<file path="src/hdl/mis_pkg.sv">
// Operation
// - OR work register with R, d selects destination
// - Copy work register into io page register
// - Copy io page register into work register
// - Long jump loads 11-bit address, two cycles
// - Long call pushes PC+1, then jumps
// - Push stores at level, then pointer increments
// - Store work register into data register R
package mis_pkg;
  localparam int PC_W = 11;
  localparam int DATA_W = 8;
  localparam int RADDR_W = 7;
  localparam int FADDR_W = 4;
  localparam int SP_W = 3;
  localparam int STACK_DEPTH = 8;
  localparam logic [3:0] IO_FIRST = 4'h5;
  localparam logic [3:0] IO_LAST = 4'hF;
  localparam logic [10:0] PC_RESET = 11'h000;
  localparam logic [2:0] SP_RESET = 3'h0;
  localparam logic [7:0] DATA_RESET = 8'h00;
  localparam logic ZERO_RESET = 1'b0;
  localparam logic READY_RESET = 1'b1;

  typedef enum logic [2:0] {
    MIS_OP_NONE = 3'b000,
    MIS_OP_OR_WORK_WITH_REG = 3'b001,
    MIS_OP_WRITE_IO_PAGE_REG = 3'b010,
    MIS_OP_READ_IO_PAGE_REG = 3'b011,
    MIS_OP_LONG_JUMP = 3'b100,
    MIS_OP_LONG_CALL = 3'b101,
    MIS_OP_STORE_WORK_TO_REG = 3'b110
  } mis_op_type;

  typedef enum logic [0:0] {
    MIS_ST_EXEC = 1'b0,
    MIS_ST_BRANCH2 = 1'b1
  } mis_state_type;

  // Decoded instruction as handed over by the core's decoder
  typedef struct packed {
    mis_op_type op;
    logic dest_reg;
    logic [6:0] reg_addr;
    logic [3:0] io_addr;
    logic [10:0] target;
  } mis_instr_type;

  // Write strobe toward the data memory or the io page
  typedef struct packed {
    logic data_we;
    logic [6:0] data_addr;
    logic io_we;
    logic [3:0] io_addr;
    logic [7:0] wdata;
  } mis_write_type;
endpackage

</file>
<file path="src/hdl/mis_exec.sv">
`timescale 1ns/1ps
module mis_exec (
  // Clock and reset
  input wire logic clk,
  input wire logic sys_rst,
  // Instruction in
  input wire logic instr_valid,
  input mis_pkg::mis_instr_type instr,
  output logic instr_ready,
  // Operand read data, same cycle as instr
  input wire logic [7:0] reg_rdata,
  input wire logic [7:0] io_rdata,
  // Writes out
  output mis_pkg::mis_write_type wr,
  // Core state
  output logic [10:0] pc,
  output logic [7:0] work_reg,
  output logic zero_flag,
  output logic [2:0] stack_ptr,
  output logic [10:0] stack_top
);
  import mis_pkg::*;

  // Sequencing
  mis_state_type state;
  mis_state_type next_state;
  logic [10:0] next_pc;
  logic next_instr_ready;

  // Working register and zero flag
  logic [7:0] next_work_reg;
  logic next_zero_flag;

  // Stack
  logic [10:0] stack [STACK_DEPTH];
  logic [2:0] next_stack_ptr;
  logic [10:0] next_stack_top;
  logic push;

  // Write strobe
  mis_write_type next_wr;

  // Decode
  logic take;
  logic do_or;
  logic do_io_write;
  logic do_io_read;
  logic do_store;
  logic do_jump;
  logic do_call;
  logic steps_pc;
  logic io_ok;
  logic [7:0] or_result;
  logic [10:0] pc_plus_one;

  // Only the exec state takes a word; the dead branch cycle refuses it
  assign take = instr_valid && (state == MIS_ST_EXEC);
  assign or_result = work_reg | reg_rdata;
  // Page addresses below the first io register are not decoded
  assign io_ok = (instr.io_addr >= IO_FIRST) && (instr.io_addr <= IO_LAST);
  assign pc_plus_one = pc + 11'h001;

  // Decode: one strobe per executed operation
  always_comb begin
    do_or = 1'b0;
    do_io_write = 1'b0;
    do_io_read = 1'b0;
    do_store = 1'b0;
    do_jump = 1'b0;
    do_call = 1'b0;
    if (take) begin
      case (instr.op)
        MIS_OP_OR_WORK_WITH_REG: begin
          do_or = 1'b1;
        end
        MIS_OP_WRITE_IO_PAGE_REG: begin
          do_io_write = 1'b1;
        end
        MIS_OP_READ_IO_PAGE_REG: begin
          do_io_read = 1'b1;
        end
        MIS_OP_STORE_WORK_TO_REG: begin
          do_store = 1'b1;
        end
        MIS_OP_LONG_JUMP: begin
          do_jump = 1'b1;
        end
        MIS_OP_LONG_CALL: begin
          do_call = 1'b1;
        end
        // None and unused codes execute nothing and hold the PC
        default: begin
        end
      endcase
    end
  end

  assign steps_pc = do_or || do_io_write || do_io_read || do_store;

  // Sequencing: PC, branch state and ready
  always_comb begin
    next_state = state;
    next_pc = pc;
    next_instr_ready = 1'b1;
    case (state)
      MIS_ST_EXEC: begin
        // Jump and call share the two-cycle path
        if (do_jump || do_call) begin
          next_pc = instr.target;
          next_state = MIS_ST_BRANCH2;
          next_instr_ready = 1'b0;
        end else if (steps_pc) begin
          next_pc = pc_plus_one;
        end
      end
      // Second cycle of a branch: the prefetched word is discarded
      MIS_ST_BRANCH2: begin
        next_state = MIS_ST_EXEC;
      end
      default: begin
        next_state = MIS_ST_EXEC;
      end
    endcase
  end

  always_ff @(posedge clk) begin
    if (sys_rst) begin
      state <= MIS_ST_EXEC;
      pc <= PC_RESET;
      instr_ready <= READY_RESET;
    end else begin
      state <= next_state;
      pc <= next_pc;
      instr_ready <= next_instr_ready;
    end
  end

  // Working register and zero flag
  always_comb begin
    next_work_reg = work_reg;
    next_zero_flag = zero_flag;
    if (do_or) begin
      // Zero follows the OR result for either destination
      next_zero_flag = (or_result == DATA_RESET);
      if (!instr.dest_reg) begin
        next_work_reg = or_result;
      end
    end
    if (do_io_read && io_ok) begin
      next_work_reg = io_rdata;
    end
  end

  always_ff @(posedge clk) begin
    if (sys_rst) begin
      work_reg <= DATA_RESET;
      zero_flag <= ZERO_RESET;
    end else begin
      work_reg <= next_work_reg;
      zero_flag <= next_zero_flag;
    end
  end

  // Stack pointer and last return address
  always_comb begin
    push = do_call;
    next_stack_ptr = stack_ptr;
    next_stack_top = stack_top;
    if (push) begin
      next_stack_top = pc_plus_one;
      // Pointer wraps after eight levels; a deeper call overwrites the oldest
      next_stack_ptr = stack_ptr + 3'h1;
    end
  end

  always_ff @(posedge clk) begin
    if (sys_rst) begin
      stack_ptr <= SP_RESET;
      stack_top <= PC_RESET;
    end else begin
      stack_ptr <= next_stack_ptr;
      stack_top <= next_stack_top;
    end
  end

  // Stack storage has no reset; only the pointer defines its contents.
  // It is kept for the return path, which lies outside this block.
  always_ff @(posedge clk) begin
    if (push) begin
      stack[stack_ptr] <= next_stack_top;
    end
  end

  // Write strobe toward the data memory and the io page
  always_comb begin
    next_wr = '0;
    if (do_or && instr.dest_reg) begin
      next_wr.data_we = 1'b1;
      next_wr.data_addr = instr.reg_addr;
      next_wr.wdata = or_result;
    end
    if (do_io_write) begin
      // Out-of-range page addresses are dropped rather than aliased
      next_wr.io_we = io_ok;
      next_wr.io_addr = instr.io_addr;
      next_wr.wdata = work_reg;
    end
    // Store leaves work_reg and zero_flag alone
    if (do_store) begin
      next_wr.data_we = 1'b1;
      next_wr.data_addr = instr.reg_addr;
      next_wr.wdata = work_reg;
    end
  end

  // One-cycle strobe; the memories latch it on the following edge
  always_ff @(posedge clk) begin
    if (sys_rst) begin
      wr <= '0;
    end else begin
      wr <= next_wr;
    end
  end
endmodule // mis_exec

</file>
<file path="config.mk">
export PLATFORM = sky130hd
export DESIGN_NAME = mis_exec
export DESIGN_NICKNAME = d
export VERILOG_FILES = /design/src/hdl/mis_pkg.sv /design/src/hdl/mis_exec.sv
export SDC_FILE = /design/constraint.sdc
export NUM_CORES = 1
export LEC_CHECK = 0
export BUFFER_PORTS_ARGS = -buffer_cell sky130_fd_sc_hd__clkbuf_2
export CAP_MARGIN = 15
export CORE_MARGIN = 5
export CORE_UTILIZATION = 40
export DETAILED_ROUTE_END_ITERATION = 6
export HOLD_SLACK_MARGIN = 0.15
export PLACE_DENSITY = 0.69
export SKIP_CTS_REPAIR_TIMING = 1
export SLEW_MARGIN = 20
export SYNTH_ARGS = -nofsm -noshare
export SYNTH_HDL_FRONTEND = slang
export SYNTH_SLANG_ARGS = --single-unit
</file>
<file path="constraint.sdc">
create_clock -name clk -period 2.3 [get_ports clk]
set_clock_uncertainty 0.1 [all_clocks]
set_input_delay 0.46 -clock clk [delete_from_list [all_inputs] [get_ports clk]]
set_output_delay 0.46 -clock clk [all_outputs]
set_load 0.02 [all_outputs]
</file>
# After elaboration in Yosys (flattened, before gate mapping)

Cells that the tools add are included.

Bits in registers: 57
Input bits: 45
Word-level logic and storage cells: 66

Add/subtract/negate cells: 2
$lt $le $gt $ge: 2
Equality and inequality tests: 7
Muxes and demuxes: 25
Bitwise logic cells: 3
Reduce and logical (&&, ||, !) cells: 15

Operators with widths:

| cell                                                   | number |
|---|---|
| two-way mux 8 bit                                      | 8 |
| two-way mux 11 bit                                     | 2 |
| two-way mux 1 bit                                      | 14 |
| adder 11 x 1 -> 11 bit (second input constant)         | 1 |
| == test 3 bit (second input constant)                  | 3 |
| logical NOT 8 bit                                      | 1 |
| bitwise OR 8 bit                                       | 1 |
| == test 3 x 2 -> 1 bit (second input constant)         | 2 |
| >= comparator 4 x 3 -> 1 bit (second input constant)   | 1 |
| <= comparator 4 bit (second input constant)            | 1 |
| logical AND 1 bit                                      | 4 |
| logical OR 1 bit                                       | 4 |
| AND reduction 2 bit                                    | 2 |
| nonzero test 2 bit                                     | 2 |
| OR reduction 2 bit                                     | 2 |
| adder 3 x 1 -> 3 bit (second input constant)           | 1 |
| == test 3 x 1 -> 1 bit (second input constant)         | 1 |
| inequality test 2 x 1 -> 1 bit (second input constant) | 1 |
| NOT 1 bit                                              | 2 |
| case mux 1 bit (2 select lines)                        | 1 |

# Depth between registers and ports, before layout

Gate-level depths: netlist of the first run.

Depth after elaboration: 8
Depth in mapped cells: 7
Mapped depth without buffers: 5

# Worst setup path after synthesis of the first run

No wires, ideal clock.

Kind: register -> register
Start: register pc[0]
End: register pc[10]
Arrival: 1.797 ns
Required time: 2.142 ns
Slack: 0.345 ns
Cell stages (with the launch flop): 6
Cells stage by stage: dfxtp_1 -> ha_1 -> nand3_2 -> or4_4 -> a311o_1 -> nand2_1

Word-level cells in the longest chain between the ends: 3

RTL lines:

| what                   | line            | source |
|---|---|---|
| from (decl)            | mis_exec.sv:16  | `output logic [10:0] pc,` |
| from (signal assigned) | mis_exec.sv:133 | `pc <= next_pc;` |
| adder 11 x 1 -> 11 bit | mis_exec.sv:61  | `assign pc_plus_one = pc + 11'h001;` |
| two-way mux 11 bit     | mis_exec.sv:112 | `end else if (steps_pc) begin` |
| two-way mux 11 bit     | mis_exec.sv:108 | `if (do_jump \|\| do_call) begin` |

Every way passes these cells. The select of a mux whose other input is x is not followed.
A chain may end at the register's enable or synchronous reset.

# Worst setup path after layout of the first run

Same ends and word-level chain as after synthesis.

==> impl_metrics.tcl, run 1 <==
set metrics [dict create \
    status "finished, final reports clean" \
    hold_class "input pin to flip-flop" \
    grt_pass1_wl_mm 10.2 \
    path_buf_inv 0 \
    route.met2.wl_mm 3.01 \
    tightestPinTransition_ns 0.480 \
    path_max_fanout 8 \
    grt_pass1_vias 2214 \
    p_per_area_nw_per_um2 706 \
    start_util_pct 41.3 \
    cts-root-buf "clkbuf_8" \
    dpl_worst_slack_ns 0.290 \
    worstSetupStartpointType "flip-flop" \
    die_w_um 88.4 \
    syn_nets 300 \
    cts_made_buffers 9 \
    holdWs_ns 0.223 \
    drv_slew 0 \
    tns_ns 0 \
    finalCritPeriodShare_pct 86.3 \
    finalWorstSetupSlack_ns 0.316 \
    overflow 0 \
    synth_edf_count 0 \
    fin_area_um2 3260 \
    met1Wirelength_mm 2.94 \
    ys_warn_count 0 \
    seq_area_frac_synth_pct 46.4 \
    die_h_um 88.4 \
    io_buffers 100 \
    place.gp.congestion 0.829 \
    syn_area_um2 2460 \
    antenna_cells 0 \
    insertion_delay_ns 0.33 \
    synth.ff_latch_count 57 \
    via_per_inst 5.04 \
    io_pins 101 \
    ant_nets 0 \
    slew_headroom_pct 67.9 \
    met3WireLength_um 371 \
    top_layer "met4" \
    slowest_stage "or4_4" \
    drc_errors 0 \
    fmax_mhz 504 \
    hpwlAfterDp_mm 4.80 \
    gr-usage-all-layers_pct 16.7 \
    synth_ff_type "dfxtp_1" \
    netlist-cell-type-count 56 \
    synthDominantCellAreaShare_pct 46.4 \
    syn_avg_cell_area_um2 9.72 \
    slowest_delay_ns 0.50 \
    top_register "wr" \
    power_leakage_nw 1.42 \
    drive_above_1_share_pct 38.7 \
    cts.sink_count 57 \
    row_count 28 \
    synth.most_common_cell "dfxtp_1" \
    critical_path_arrival_ns 2.16 \
    antenna_found_initial 0 \
    wl_per_cell_um 14.6 \
    ir_drop_mv 0.446 \
    synthArstFlopShare_pct 0 \
    syn2layout_area_growth_pct 32.5 \
    crit_chain "ha_1 -> nand3_2 -> or4_4 -> a311o_1 -> nand2_1" \
    clk_path_buf_depth 2 \
    setup_viol 0 \
    endpoint_kind "flip-flop" \
    syn_inst 253 \
    first_pass_iters 4 \
    grt_max_degree 24 \
    min_period_ns 1.98 \
    synth_top_area_cell "dfxtp_1" \
    fin_nets 404 \
    crit_type "flip-flop to flip-flop" \
    hold_violations 0 \
    dieArea_um2 7820 \
    ctsHtreeMaxLevel 3 \
    cp.required_ns 2.47 \
    post_dp_cell_area_um2 3040 \
    dr_total_vias 2201 \
    routed_wl_mm 6.40 \
    coreArea_um2 5960 \
    ys_top_cells_by_count "dfxtp_1, nor2_1, a21oi_1, mux2i_1, and2_1" \
    synth_area_leaders "dfxtp_1, mux2i_1, nor2_1" \
    largest_reg_flops 21 \
    fillers 568 \
    largestRegisters "wr: 21 flops, pc: 11 flops, stack_top: 11 flops" \
    cap_violations 0 \
    crit_family "simple AND/OR/NAND/NOR gates" \
    rsz0062_at_grt "false" \
    tritoncts "yes" \
    clk_pin_slew_ns 0.07 \
    drt-initial-drc-count 61 \
]
==> metrics by stage <==
| step | utilization [%] | power (W) | cells |
|---|---|---|---|
| floorplan | - | 0.00118 | 253 |
| detailed placement | 51.0 | 0.00128 | 421 |
| global placement | 51.0 | 0.00128 | 421 |
| finish | 54.7 | 0.00230 | 437 |
| CTS | 54.7 | 0.00232 | 437 |
| global route | 54.7 | 0.00240 | 437 |
==> path summary, 6_finish.rpt <==
path,slack [ns],start,end,cells past startpoint
min,0.22,instr[17],wr[15],2
max reg2reg,0.32,pc[0],pc[10],5
max,0.32,pc[0],pc[10],5
min reg2reg,0.40,stack_top[5],stack_top[5],2
==> placed cells by master (no fill, tap or decap), drive strengths merged, types with 2 or more instances in the layout <==
cell type,n
bufinv,2
clkinv,3
o2bb2ai,8
nor3b,2
xnor2,9
or2,2
a21oi,15
or4,2
clkbuf,111
a21o,4
nand3b,5
inv,5
nor2,32
mux2i,12
and3,3
o21a,3
ha,2
nand2,10
a211oi,8
buf,7
o32ai,3
nand4bb,2
nor3,8
nor4b,2
and4,2
nand4,2
o21ba,2
or3,3
dfxtp,57
nor4,4
nand3,3
and2,11
a22oi,3
o21ai,3
==> layout make-up <==
cell class                 instances  area, um2  share of cell area [%]
multi-input combinational        177       1220                    37.4
inverter                           5       18.8                   0.576
sequential                        57       1140                    35.0
clock inverter                     5       78.8                    2.42
clock buffer                      11        141                    4.34
timing repair buffer             107        566                    17.4
tap                               75       93.8                    2.88
==> cell families (layout without fill, tap and decap cells) <==
group | count (synthesis) | count (layout) | share of synthesized area, %
AOI/OAI and AO/OA | 57 | 57 | 16.9
xor gates and xnor gates | 9 | 9 | 3.20
adders and majority gates | 2 | 2 | 1.02
buffers and inverters | 19 | 128 | 4.02
DFF | 57 | 57 | 46.4
muxes | 13 | 13 | 5.34
and+or+nand+nor | 96 | 96 | 23.1
==> layer usage <==
metal,vias up,track usage [%]
li1,1131,-
met3,5,4.75
met4,0,6.32
met1,1010,22.1
met5,-,0
met2,55,25.9
==> power breakdown <==
part | switching (W) | total [W] | internal, W
registers | 0.0000224 | 0.00103 | 0.00101
logic | 0.000127 | 0.000223 | 0.0000964
clock network | 0.000407 | 0.00104 | 0.000638
total | 0.000556 | 0.00230 | 0.00175
Power figures use the tool's default switching activity.
==> run 2, diff against run 1 <==
--- a/config.mk
+++ b/config.mk
@@ -12,6 +12,7 @@
 export DETAILED_ROUTE_END_ITERATION = 6
 export HOLD_SLACK_MARGIN = 0.15
 export PLACE_DENSITY = 0.69
+export REMOVE_ABC_BUFFERS = 1
 export SKIP_CTS_REPAIR_TIMING = 1
 export SLEW_MARGIN = 20
 export SYNTH_ARGS = -nofsm -noshare
==> impl_metrics.tcl, run 2 (same netlist as run 1, synthesis figures left out) <==
set metrics [dict create \
    status "finished, final reports clean" \
    holdWs_ns 0.225 \
    critical_path_arrival_ns 2.15 \
    ir_drop_mv 0.356 \
    tritoncts "yes" \
    grt_pass1_wl_mm 9.81 \
    endpoint_kind "flip-flop" \
    cp.required_ns 2.48 \
    ff_latch_area_um2 1140 \
    io_pins 101 \
    ant_nets 0 \
    die_h_um 88.4 \
    hold_violations 0 \
    drc_errors 0 \
    dr_total_vias 2240 \
    hold_class "input pin to flip-flop" \
    first_pass_iters 4 \
    die_w_um 88.4 \
    coreArea_um2 5960 \
    fin_util_pct 54.5 \
    grt_max_degree 29 \
    tightestPinTransition_ns 0.622 \
    antenna_cells 0 \
    row_count 28 \
    dpl_worst_slack_ns 0.252 \
    multiInputGateArea_um2 1230 \
    antenna_found_initial 0 \
    power_leakage_nw 1.41 \
    gr-usage-all-layers_pct 16.1 \
    finalWorstSetupSlack_ns 0.332 \
    largestRegisters "wr: 21 flops, pc: 11 flops, stack_top: 11 flops" \
    slew_headroom_pct 58.4 \
    fin_nets 404 \
    clk_pin_slew_ns 0.07 \
    p_per_area_nw_per_um2 673 \
    crit_type "flip-flop to flip-flop" \
    fmax_mhz 508 \
    min_period_ns 1.97 \
    tns_ns 0 \
    routed_wl_mm 6.13 \
    final-instance-count-excl-fill 437 \
    worstHoldPathCells 2 \
    cts_made_buffers 9 \
    insertion_delay_ns 0.33 \
    syn2layout_area_growth_pct 31.9 \
    reg2reg_depth 5 \
    finalCritPeriodShare_pct 85.5 \
    mostFrequentLayoutCells "clkbuf_2, dfxtp_1, nor2_1" \
    rsz0062_at_grt "false" \
    start_util_pct 41.3 \
    mostFrequentLayoutCell "clkbuf_2" \
    clk_path_buf_depth 2 \
    path_max_fanout 8 \
    cts-root-buf "clkbuf_8" \
    worstSetupStartpointType "flip-flop" \
    placed_cells 421 \
    grt_pass1_vias 2154 \
    ctsHtreeMaxLevel 3 \
    setup_viol 0 \
    top_register "wr" \
    drv_slew 0 \
    drive_above_1_share_pct 38.7 \
    hpwlAfterDp_mm 4.65 \
    dieArea_um2 7820 \
    fillers 574 \
    via_per_inst 5.13 \
    place.gp.congestion 0.795 \
    cts.sink_count 57 \
    overflow 0 \
    wl_per_cell_um 14.0 \
    cap_violations 0 \
    io_buffers 100 \
    drt-initial-drc-count 96 \
    largest_reg_flops 21 \
]
## run 2: cell count changes in the layout (fill, tap and decap cells not counted)
cell,delta
clkinvlp_4,+2
bufinv_16,-1
clkinv_4,-1
nor4bb_4,+1
nor4bb_2,-1
## run 2: power by group
group	internal, W	total (W)	switching [W]
clock network	0.000526	0.000922	0.000397
registers	0.00101	0.00103	0.0000216
logic	0.0000982	0.000227	0.000128
## run 2: path summary, 6_finish.rpt
check | startpoint | end | slack (ns)
max | pc[0] | pc[10] | 0.33
min | instr[20] | wr[18] | 0.22
max reg2reg | pc[0] | pc[10] | 0.33
min reg2reg | stack_top[10] | stack_top[10] | 0.40
## run 2: critical path: stages (launching register included)
cell and delay (ns):
dfxtp_1 0.45, ha_1 0.31, nand3_2 0.14, or4_4 0.50
a311o_1 0.36, nand2_1 0.06
## run 2: cell type report
cell class | count | area share (%)
Clock inverter | 5 | 1.70
Sequential cell | 57 | 35.2
Tap cell | 75 | 2.89
Inverter | 5 | 0.578
Multi-Input combinational cell | 177 | 37.9
Timing Repair Buffer | 107 | 17.4
Clock buffer | 11 | 4.36
## run 2: routing by layer
metal / track usage (%) / up-vias / routed length (um)
li1: - / 1130 / -
met1: 21.2 / 1018 / 2800
met2: 23.9 / 78 / 2720
met3: 5.68 / 14 / 455
met4: 6.87 / 0 / 145
met5: 0 / - / 0
## run 2: metrics by stage
step	power, W	cell area (um2)
finish	0.00218	3240
global route	0.00229	3240
CTS	0.00221	3240
detailed placement	0.00128	3050
global placement	0.00128	3050
floorplan	0.00117	2380
